--- src/design/alp_pkg.sv ---
// Shared constants for the absolute linear position output link.
// Assumes both ends run on the same 50 MHz clock rate.
package alp_pkg;

    // ------------------------------------------------------------
    // Clock and timing
    // ------------------------------------------------------------
    localparam int unsigned CLK_HZ = 50_000_000;
    localparam int unsigned CLK_NS = 20;
    localparam int unsigned BAUD_BPS = 9600;
    localparam int unsigned BIT_CYCLES = CLK_HZ / BAUD_BPS;
    localparam int unsigned STEP_NS = 200; // Least dwell per quadrature state
    localparam int unsigned STEP_CYCLES = (STEP_NS + CLK_NS - 1) / CLK_NS;
    localparam int unsigned TMR_W = 16;

    // ------------------------------------------------------------
    // Position layout
    // ------------------------------------------------------------
    localparam int unsigned POS_W = 36;
    localparam int unsigned UPPER_W = 16;
    localparam int unsigned LOWER_W = 20;
    localparam int unsigned UPPER_LSB = 20;
    localparam int unsigned PDIV_W = 16;
    localparam logic [5:0] DIV_STEPS = 6'h24;

    // ------------------------------------------------------------
    // Serial message
    // ------------------------------------------------------------
    localparam int unsigned DATA_BITS = 7;
    localparam int unsigned FRAME_BITS = 10;
    localparam logic [3:0] LAST_BIT = 4'h9;
    localparam int unsigned DIGITS = 5;
    localparam logic [2:0] CHAR_P = 3'h0;
    localparam logic [2:0] CHAR_SIGN = 3'h1;
    localparam logic [2:0] CHAR_LAST = 3'h7;
    localparam logic [6:0] ASC_P = 7'h50;
    localparam logic [6:0] ASC_PLUS = 7'h2b;
    localparam logic [6:0] ASC_MINUS = 7'h2d;
    localparam logic [6:0] ASC_ZERO = 7'h30;
    localparam logic [6:0] ASC_CR = 7'h0d;
    localparam int unsigned DEC_WEIGHT [DIGITS] = '{10000, 1000, 100, 10, 1};
    localparam logic [16:0] DEC_TEN = 17'h0000a;

    // ------------------------------------------------------------
    // Quadrature state table: 0:(A1,B0) 1:(1,1) 2:(0,1) 3:(0,0)
    // ------------------------------------------------------------
    function automatic logic quad_a(input logic [1:0] s);
        return ~s[1];
    endfunction

    function automatic logic quad_b(input logic [1:0] s);
        return s[1] ^ s[0];
    endfunction

    function automatic logic [1:0] quad_index(input logic a, input logic b);
        return {~a, b ^ ~a};
    endfunction

endpackage

--- src/design/alp_link_if.sv ---
// Divided pulse output link between drive and host controller.
// Assumes one common clock; all three wires are driven one way only.
`timescale 1ns/1ps
interface alp_link_if;
    logic divided_phase_a_out;
    logic divided_phase_b_out;
    logic divided_origin_out;

    // Drive end sources all three lines
    modport dev (
        output divided_phase_a_out,
        output divided_phase_b_out,
        output divided_origin_out
    );

    // Host end only listens
    modport host (
        input divided_phase_a_out,
        input divided_phase_b_out,
        input divided_origin_out
    );
endinterface

--- src/design/alp_drive_end.sv ---
// Drive end: sends absolute linear position on the divided pulse outputs.
// Assumes position, divider and settings come from logic on i_mclk.
//
// What this block does
// - Position is signed 36 bits, split 16/20
// - Position counts pulses from encoder origin
// - Capture stop position at sequence start
// - Upper part sent on phase A only
// - Lower part sent as quadrature pulse train
// - Then track motion as incremental quadrature
// - Frames: 9600 bps, start, 7 data, even, stop
// - Message sent once after power-up only
// - Eight chars: P, sign, five digits, CR
// - Digits give magnitude, sign char separate
// - Both parts taken after divider setting
// - Host has UART on phase A
// - Host rebuilds upper times 1048576 plus lower
// - Host subtracts stored origin for machine position
// - Same construction under reverse direction
// - Absolute mode only if usage selects, after restart
`timescale 1ns/1ps
module alp_drive_end
    import alp_pkg::*;
#(
    parameter int unsigned P_BIT_CYCLES = BIT_CYCLES
) (
    input wire logic i_mclk,
    input wire logic i_rst,
    alp_link_if.dev link,
    input wire logic [POS_W-1:0] i_position,
    input wire logic i_origin_pulse,
    input wire logic [PDIV_W-1:0] i_output_pulse_divider,
    input wire logic i_direction_select,
    input wire logic i_encoder_usage_select,
    output logic o_sequence_done
);

    typedef enum logic [2:0] {
        ST_CFG,
        ST_CAPTURE,
        ST_SERIAL,
        ST_TRAIN,
        ST_INCR
    } alp_state_e;

    // ------------------------------------------------------------
    // Declarations
    // ------------------------------------------------------------
    alp_state_e st_r, st_nxt;
    logic abs_r, abs_nxt, dir_r, dir_nxt;
    logic [POS_W-1:0] q_r, q_nxt, out_pos_r, out_pos_nxt;
    logic [FRAME_BITS-1:0] shift_r, shift_nxt;
    logic [3:0] bit_r, bit_nxt;
    logic [2:0] chr_r, chr_nxt;
    logic [TMR_W-1:0] tmr_r, tmr_nxt;
    logic pa_r, pa_nxt, pb_r, pb_nxt, org_r, done_r;
    logic [5:0] dcnt_r, dcnt_nxt;
    logic run_r, run_nxt, neg_r, neg_nxt, fresh_r, fresh_nxt;
    logic [PDIV_W-1:0] dvs_r, dvs_nxt, rem_r, rem_nxt;
    logic [POS_W-1:0] quo_r, quo_nxt, res_r, res_nxt, sample, target_w;
    logic [PDIV_W:0] trial;
    logic [UPPER_W-1:0] upper_w, mag_w;
    logic [3:0] digit_w [DIGITS];

    // ------------------------------------------------------------
    // Upper part as sign and decimal digits
    // ------------------------------------------------------------
    assign upper_w = q_r[POS_W-1:UPPER_LSB];
    assign mag_w = upper_w[UPPER_W-1] ? UPPER_W'(-upper_w) : upper_w;

    // One decimal digit per weight
    for (genvar g = 0; g < DIGITS; g++) begin : g_digit
        assign digit_w[g] = 4'((32'(mag_w) / DEC_WEIGHT[g]) % 10);
    end

    // Character for a message slot
    function automatic logic [6:0] char_at(input logic [2:0] idx);
        logic [6:0] c;
        c = ASC_CR;
        if (idx == CHAR_P) begin
            c = ASC_P;
        end else if (idx == CHAR_SIGN) begin
            c = upper_w[UPPER_W-1] ? ASC_MINUS : ASC_PLUS;
        end else if (idx != CHAR_LAST) begin
            c = ASC_ZERO + {3'h0, digit_w[3'(idx - 3'h2)]};
        end
        return c;
    endfunction

    // Start bit low, LSB first, even parity, stop bit high
    function automatic logic [FRAME_BITS-1:0] frame_of(input logic [6:0] c);
        return {1'b1, ^c, c, 1'b0};
    endfunction

    // ------------------------------------------------------------
    // Free-running divider of the current position
    // ------------------------------------------------------------
    assign trial = {rem_r, quo_r[POS_W-1]};
    assign sample = dir_r ? POS_W'(-i_position) : i_position;

    // Restoring divide, one quotient bit per clock
    always_comb begin
        dcnt_nxt = dcnt_r;
        run_nxt = run_r;
        neg_nxt = neg_r;
        dvs_nxt = dvs_r;
        rem_nxt = rem_r;
        quo_nxt = quo_r;
        res_nxt = res_r;
        fresh_nxt = 1'b0;
        if (dcnt_r != 6'h00) begin
            dcnt_nxt = dcnt_r - 6'h01;
            if (trial >= {1'b0, dvs_r}) begin
                rem_nxt = PDIV_W'(trial - {1'b0, dvs_r});
                quo_nxt = {quo_r[POS_W-2:0], 1'b1};
            end else begin
                rem_nxt = trial[PDIV_W-1:0];
                quo_nxt = {quo_r[POS_W-2:0], 1'b0};
            end
        end else begin
            if (run_r) begin
                res_nxt = neg_r ? POS_W'(-quo_r) : quo_r;
                fresh_nxt = 1'b1;
            end
            run_nxt = 1'b0;
            if (st_r != ST_CFG) begin
                neg_nxt = sample[POS_W-1];
                quo_nxt = sample[POS_W-1] ? POS_W'(-sample) : sample;
                dvs_nxt = (i_output_pulse_divider == '0) ? PDIV_W'(1) : i_output_pulse_divider;
                rem_nxt = '0;
                dcnt_nxt = DIV_STEPS;
                run_nxt = 1'b1;
            end
        end
    end

    // Divider registers
    always_ff @(posedge i_mclk or posedge i_rst) begin
        if (i_rst) begin
            dcnt_r <= '0;
            run_r <= 1'b0;
            neg_r <= 1'b0;
            dvs_r <= '0;
            rem_r <= '0;
            quo_r <= '0;
            res_r <= '0;
            fresh_r <= 1'b0;
        end else begin
            dcnt_r <= dcnt_nxt;
            run_r <= run_nxt;
            neg_r <= neg_nxt;
            dvs_r <= dvs_nxt;
            rem_r <= rem_nxt;
            quo_r <= quo_nxt;
            res_r <= res_nxt;
            fresh_r <= fresh_nxt;
        end
    end

    // ------------------------------------------------------------
    // Output sequencer
    // ------------------------------------------------------------
    assign target_w = (st_r == ST_TRAIN) ? {{UPPER_W{1'b0}}, q_r[LOWER_W-1:0]} : res_r;

    // Message, pulse train, then incremental tracking
    always_comb begin
        st_nxt = st_r;
        abs_nxt = abs_r;
        dir_nxt = dir_r;
        q_nxt = q_r;
        shift_nxt = shift_r;
        bit_nxt = bit_r;
        chr_nxt = chr_r;
        tmr_nxt = tmr_r + TMR_W'(1);
        out_pos_nxt = out_pos_r;
        unique case (st_r)
            ST_CFG: begin
                abs_nxt = i_encoder_usage_select;
                dir_nxt = i_direction_select;
                st_nxt = ST_CAPTURE;
            end
            ST_CAPTURE: begin
                if (fresh_r) begin
                    q_nxt = res_r;
                    tmr_nxt = '0;
                    if (abs_r) begin
                        st_nxt = ST_SERIAL;
                        chr_nxt = CHAR_P;
                        bit_nxt = '0;
                        shift_nxt = frame_of(ASC_P);
                    end else begin
                        out_pos_nxt = res_r;
                        st_nxt = ST_INCR;
                    end
                end
            end
            ST_SERIAL: begin
                if (tmr_r == TMR_W'(P_BIT_CYCLES - 1)) begin
                    tmr_nxt = '0;
                    shift_nxt = {1'b1, shift_r[FRAME_BITS-1:1]};
                    bit_nxt = bit_r + 4'h1;
                    if (bit_r == LAST_BIT) begin
                        bit_nxt = '0;
                        chr_nxt = chr_r + 3'h1;
                        shift_nxt = frame_of(char_at(chr_r + 3'h1));
                        if (chr_r == CHAR_LAST) begin
                            st_nxt = ST_TRAIN;
                            out_pos_nxt = '0;
                        end
                    end
                end
            end
            ST_TRAIN, ST_INCR: begin
                if (tmr_r == TMR_W'(STEP_CYCLES - 1)) begin
                    tmr_nxt = '0;
                    if ($signed(target_w) > $signed(out_pos_r)) begin
                        out_pos_nxt = out_pos_r + POS_W'(1);
                    end else if ($signed(target_w) < $signed(out_pos_r)) begin
                        out_pos_nxt = out_pos_r - POS_W'(1);
                    end else if (st_r == ST_TRAIN) begin
                        st_nxt = ST_INCR;
                        out_pos_nxt = q_r;
                    end
                end
            end
        endcase
        // Serial bits on phase A; B keeps its idle state meanwhile
        pa_nxt = (st_nxt == ST_SERIAL) ? shift_nxt[0] : quad_a(out_pos_nxt[1:0]);
        pb_nxt = quad_b(out_pos_nxt[1:0]);
    end

    // Sequencer registers
    always_ff @(posedge i_mclk or posedge i_rst) begin
        if (i_rst) begin
            st_r <= ST_CFG;
            abs_r <= 1'b0;
            dir_r <= 1'b0;
            q_r <= '0;
            shift_r <= '1;
            bit_r <= '0;
            chr_r <= '0;
            tmr_r <= '0;
            out_pos_r <= '0;
            pa_r <= 1'b1;
            pb_r <= 1'b0;
            org_r <= 1'b0;
            done_r <= 1'b0;
        end else begin
            st_r <= st_nxt;
            abs_r <= abs_nxt;
            dir_r <= dir_nxt;
            q_r <= q_nxt;
            shift_r <= shift_nxt;
            bit_r <= bit_nxt;
            chr_r <= chr_nxt;
            tmr_r <= tmr_nxt;
            out_pos_r <= out_pos_nxt;
            pa_r <= pa_nxt;
            pb_r <= pb_nxt;
            org_r <= i_origin_pulse;
            done_r <= (st_nxt == ST_INCR);
        end
    end

    // Pins straight from registers
    assign link.divided_phase_a_out = pa_r;
    assign link.divided_phase_b_out = pb_r;
    assign link.divided_origin_out = org_r;
    assign o_sequence_done = done_r;

endmodule

--- src/flat_wrapper.sv ---
// flat-port wrapper written by rule: the top's interface ports become plain ports
module alp_drive_end_flat import alp_pkg::*;
#(
    parameter int unsigned P_BIT_CYCLES = BIT_CYCLES
)
  (i_mclk, i_rst, i_position, i_origin_pulse, i_output_pulse_divider, i_direction_select, i_encoder_usage_select, o_sequence_done, link_divided_phase_a_out, link_divided_phase_b_out, link_divided_origin_out);
  alp_link_if link_i ();
  input wire logic i_mclk;
  input wire logic i_rst;
  input wire logic [POS_W-1:0] i_position;
  input wire logic i_origin_pulse;
  input wire logic [PDIV_W-1:0] i_output_pulse_divider;
  input wire logic i_direction_select;
  input wire logic i_encoder_usage_select;
  output logic o_sequence_done;
  output wire logic [$bits(link_i.divided_phase_a_out)-1:0] link_divided_phase_a_out;
  output wire logic [$bits(link_i.divided_phase_b_out)-1:0] link_divided_phase_b_out;
  output wire logic [$bits(link_i.divided_origin_out)-1:0] link_divided_origin_out;
  assign link_divided_phase_a_out = link_i.divided_phase_a_out;
  assign link_divided_phase_b_out = link_i.divided_phase_b_out;
  assign link_divided_origin_out = link_i.divided_origin_out;
  alp_drive_end #(.P_BIT_CYCLES(P_BIT_CYCLES)) u_core (.i_mclk(i_mclk), .i_rst(i_rst), .link(link_i), .i_position(i_position), .i_origin_pulse(i_origin_pulse), .i_output_pulse_divider(i_output_pulse_divider), .i_direction_select(i_direction_select), .i_encoder_usage_select(i_encoder_usage_select), .o_sequence_done(o_sequence_done));
endmodule
--- config.mk ---
export PLATFORM = sky130hd
export DESIGN_NAME = alp_drive_end_flat
export DESIGN_NICKNAME = d
export VERILOG_FILES = /design/src/design/alp_pkg.sv /design/src/design/alp_link_if.sv /design/src/design/alp_drive_end.sv /design/src/flat_wrapper.sv
export SDC_FILE = /design/constraint.sdc
export NUM_CORES = 1
export LEC_CHECK = 0
export BUFFER_PORTS_ARGS = -buffer_cell sky130_fd_sc_hd__buf_2
export CORE_AREA = 5 5 194 196
export DETAILED_ROUTE_END_ITERATION = 12
export DIE_AREA = 0 0 199 201
export GPL_TIMING_DRIVEN = 1
export HOLD_SLACK_MARGIN = 0.15
export PLACE_DENSITY = 0.83
export SLEW_MARGIN = 20
export SYNTH_ARGS = -nofsm -noshare
export SYNTH_HDL_FRONTEND = slang
export SYNTH_SLANG_ARGS = --single-unit
--- constraint.sdc ---
create_clock -name i_mclk -period 11.65 [get_ports i_mclk]
set_input_delay 2.33 -clock i_mclk [delete_from_list [all_inputs] [get_ports i_mclk]]
set_output_delay 2.33 -clock i_mclk [all_outputs]
set_load 0.02 [all_outputs]
==> PnR_summary.wiki <==
{| class="wikitable"
! Metric !! Value
|-
| Status || completed
|-
| Share of flip-flops with an asynchronous set or reset || 1.00
|-
| Inserted Clock Buffers || 23
|-
| DP Wirelength || approximately 51,000 microns
|-
| Dominant cell type by area after synthesis || sky130_fd_sc_hd__dfrtp_1
|-
| Internal power || around 4000 uW
|-
| Global route total overflow || 0
|-
| Prevailing post-synth register cell || sky130_fd_sc_hd__dfrtp_1
|-
| Element type at the critical path start || register
|-
| Number of antenna violations at the first check in global routing || 0
|-
| Final critical path time including I/O delays and setup || 11.06 ns
|-
| Number of failing setup endpoints in the final timing report || 0
|-
| Average footprint of a synthesized cell || about 7.5 sq um
|-
| Final worst path period share || 0.949
|-
| Number of H-tree levels || 1
|-
| Cells after Synth || 3,030
|-
| Warning count from the yosys run || 0
|-
| First-pass GRT wire length || 113,000 microns
|-
| Crit path max-delay family || compound AO/OA/AOI/OAI gates
|-
| Max Buffers Root-to-Sink || 3
|-
| Endpoint required time on the critical path || roughly 12 ns
|-
| Filler instances || 2,968
|-
| MaxCap Viol Count || 0
|-
| Number of hold violations in the final report || 0
|-
| Hold Path Sink || u_core.shift_r[2]
|-
| Register-to-register setup slack || 0.59 ns
|-
| TritonCTS clock tree || yes
|-
| DRT antenna net count || 0
|-
| Commonest cells after routing, fill and taps aside || sky130_fd_sc_hd__nand2_1 (377), sky130_fd_sc_hd__nor2_1 (264), sky130_fd_sc_hd__o21ai_0 (254)
|-
| Delay of the slowest cell on the worst path || 0.72 ns
|-
| DR vias/cell || about 6.7
|-
| Total area of sequential cells || approximately 5700 sq um
|-
| Most frequent standard cell in the layout excluding fill and tap cells || sky130_fd_sc_hd__nand2_1
|-
| Cell with the most instances on the worst path || sky130_fd_sc_hd__nor2_1
|-
| Vias || 23,385
|-
| Clock transition at path regs || 0.06 ns
|-
| Crit path from || u_core.q_r[25]
|-
| R2R depth || 36
|-
| Net switching share of the total power || 0.533
|-
| Register bit total from synthesis || 227
|-
| Die Footprint || 40,000 sq um
|-
| Combinational cell fraction of total power || 0.781
|-
| Layout overhead on the synthesized area || 7.30%
|-
| Max rail drop VDD || 531 uV
|-
| Core outline area || 35,900 sq um
|-
| Sum of negative setup slack || 0 ns
|-
| Antenna diode count || 0
|-
| FMAX || 90.4 MHz
|-
| GRT Overall Usage || 0.333
|-
| Headroom to the max-slew limit || 0.257
|-
| Number of DRC markers in iteration 0 || between 1,500 and 2,000
|-
| Final #Nets || roughly 3,200
|-
| Kind of critical path || register to register
|-
| Switching power summed over all nets || 4690 uW
|-
| DRT Wirelength || approximately 69,000 microns
|-
| Post-layout worst setup margin || 0.592 ns
|-
| Share of final-layout standard cells stronger than drive strength 1 || 0.121
|-
| Vert. Die Dim || between 200 and 250 microns
|-
| Count of boundary I/O pins || between 60 and 70
|-
| Count of standard-cell rows || 70
|-
| Multi-input logic area || 16,000 sq um
|-
| Buffers & Inverters on Critical Path || 3
|-
| Later-pin clock latency in the skew report || 0.53 ns
|-
| Clock skew after layout || 0.0177 ns
|-
| Cell chosen for the clock root || sky130_fd_sc_hd__clkbuf_16
|-
| Worst reg2reg startpoint || u_core.q_r[25]
|-
| Number of clock sinks || around 230
|-
| Max Fanout on Critical Path || 19
|-
| Drc violations || 0
|-
| Reg-to-reg endpoint || u_core.shift_r[8]
|-
| Count of port buffers added during placement || 60
|-
| Capturing element type of the critical path || register
|-
| Lkg Pwr || around 0.010 uW
|-
| Pwr dens || 360 nW/um^2
|-
| Maximum number of pins on one net before global-route repair || 93
|-
| Main area contributors after synthesis || sky130_fd_sc_hd__dfrtp_1 (24%), sky130_fd_sc_hd__nand2_1 (6.2%), sky130_fd_sc_hd__o21ai_0 (5.6%), sky130_fd_sc_hd__a21oi_1 (5.4%), sky130_fd_sc_hd__ha_1 (4.8%)
|-
| Mapped Area || 22,700 sq um
|-
| Final-report max-slew violation count || 0
|-
| Area share of the largest cell type after synthesis || 0.238
|-
| Die X || 199 microns
|-
| Placer's final routability congestion estimate || around 1.0
|-
| Worst hold path type || register to register
|-
| Initial Utilization || 0.634
|-
| Post-synthesis cell type count || 115
|-
| Slowest CP cell || sky130_fd_sc_hd__or4_1
|-
| Number of nets produced by synthesis || between 3,000 and 4,000
|-
| Relative contribution of the clock network to total power || 0.083
|-
| Hold Path Cell Cnt || 2
|-
| Routed wire per std cell || between 15 and 20 microns
|-
| Vias in the first global route || around 23,000
|-
| Pre-CTS setup slack || 0.480 ns
|-
| Worst Min Path Start || u_core.shift_r[2]
|-
| Reg power frac || 0.135
|-
| Setup repair after global routing missed its margin || false
|-
| DR pass1 iterations || 6
|-
| Worst-Margin Slew || approximately 1.1 ns
|-
| CP arrival || 11.50 ns
|-
| Seq/Total Area, Yosys || 0.250
|-
| Number of flops mapped to enable cells by yosys || 0
|}
## layer usage
| layer | vias up | wire length (microns) | GRT usage |
|---|---|---|---|
| met5 | - | 0 | 0 |
| met4 | 0 | 4120 | 0.189 |
| met3 | 244 | 4220 | 0.0359 |
| met2 | 997 | 33600 | 0.575 |
| met1 | 11086 | 26600 | 0.401 |
| li1 | 11058 | - | - |
## how the worst max path moves through the flow
stage                              to  slack, ns  cells past startpoint
finish              u_core.shift_r[8]       0.59                     36
global route        u_core.shift_r[8]       0.01                     38
CTS                 u_core.shift_r[8]       0.44                     38
detailed placement  u_core.shift_r[8]       0.48                     38
global placement    u_core.shift_r[8]       0.72                     36
floorplan           u_core.shift_r[8]       1.03                     51
## layout make-up
class / instances / area share
repair buffers: 148 / 0.0394
flip-flops and latches: 227 / 0.233
well taps: 468 / 0.0240
inverters: 106 / 0.0169
multi-input cells: 2515 / 0.656
clock inverters: 11 / 0.00415
clock buffers: 30 / 0.0259
## worst min-delay path: stages (launching register included)
cell and delay [ns]:
sky130_fd_sc_hd__dfstp_2 0.37, sky130_fd_sc_hd__nand3_1 0.05, sky130_fd_sc_hd__o21ai_0 0.07
## state kept, by name, summed over array words and instances, names as in the netlist
name                             count
u_core.st_r                          3
u_core.o_sequence_done               1
u_core.link.divided_origin_out       1
u_core.dvs_r                        16
u_core.link.divided_phase_a_out      1
u_core.quo_r                        36
u_core.run_r                         1
u_core.shift_r                      10
u_core.tmr_r                        16
u_core.res_r                        36
u_core.fresh_r                       1
u_core.dir_r                         1
u_core.chr_r                         3
u_core.q_r                          36
u_core.bit_r                         4
u_core.neg_r                         1
u_core.link.divided_phase_b_out      1
u_core.dcnt_r                        6
u_core.rem_r                        16
u_core.out_pos_r                    36
u_core.abs_r                         1
## synthesized netlist by cell type, drive strengths merged, types with 48 or more instances
master    n
ha       87
nor2    267
nand3    91
xnor2   106
nor3     84
o21ai   271
nand2   379
mux2     61
clkbuf  146
dfrtp   216
and2     48
a21oi   247
xor2    103
inv     106
## metrics by stage
| step | hold slack, ns | std cells | power, uW | util | instance area (sq um) |
|---|---|---|---|---|---|
| 3_5_place_dp | 0.480 | 3462 | 7840 | 0.658 | 23600 |
| 2_1_floorplan | 0.453 | 3030 | 6260 | - | 22700 |
| 4_1_cts | 0.493 | 3503 | 8630 | 0.679 | 24400 |
| 5_1_grt | 0.518 | 3505 | 9540 | 0.680 | 24400 |
| 6_report | 0.497 | 3505 | 8790 | 0.680 | 24400 |
| 3_3_place_gp | 0.473 | 3462 | 7660 | 0.658 | 23600 |
## power groups by stage
stage	clock, uW	combinational (uW)	sequential, uW
final	732	6870	1190
after global routing	772	7550	1210
after CTS	740	6710	1180
after detailed placement	0	6650	1190
after global placement	0	6480	1180
after floorplan	0	5170	1090
## what timing repair did
action                     4_1_cts  5_1_grt
setup buffers                    0        2
setup endpoints to repair        0        2
gates resized for setup          0        7
hold endpoints to repair         0        0
hold buffers                     0        0
## logic make-up (layout without fill, tap and decap cells)
kind of cell,Yosys count,after routing,synth area share
adder cells (fa/ha/maj),92,92,0.0505
AND/OR/NAND/NOR,1193,1193,0.256
AO/OA/AOI/OAI,942,942,0.271
flip-flops,227,227,0.250
buffers and inverters,288,295,0.0505
multiplexers,78,78,0.0384
XOR/XNOR,210,210,0.0833
(Power assumes the default switching activity.)
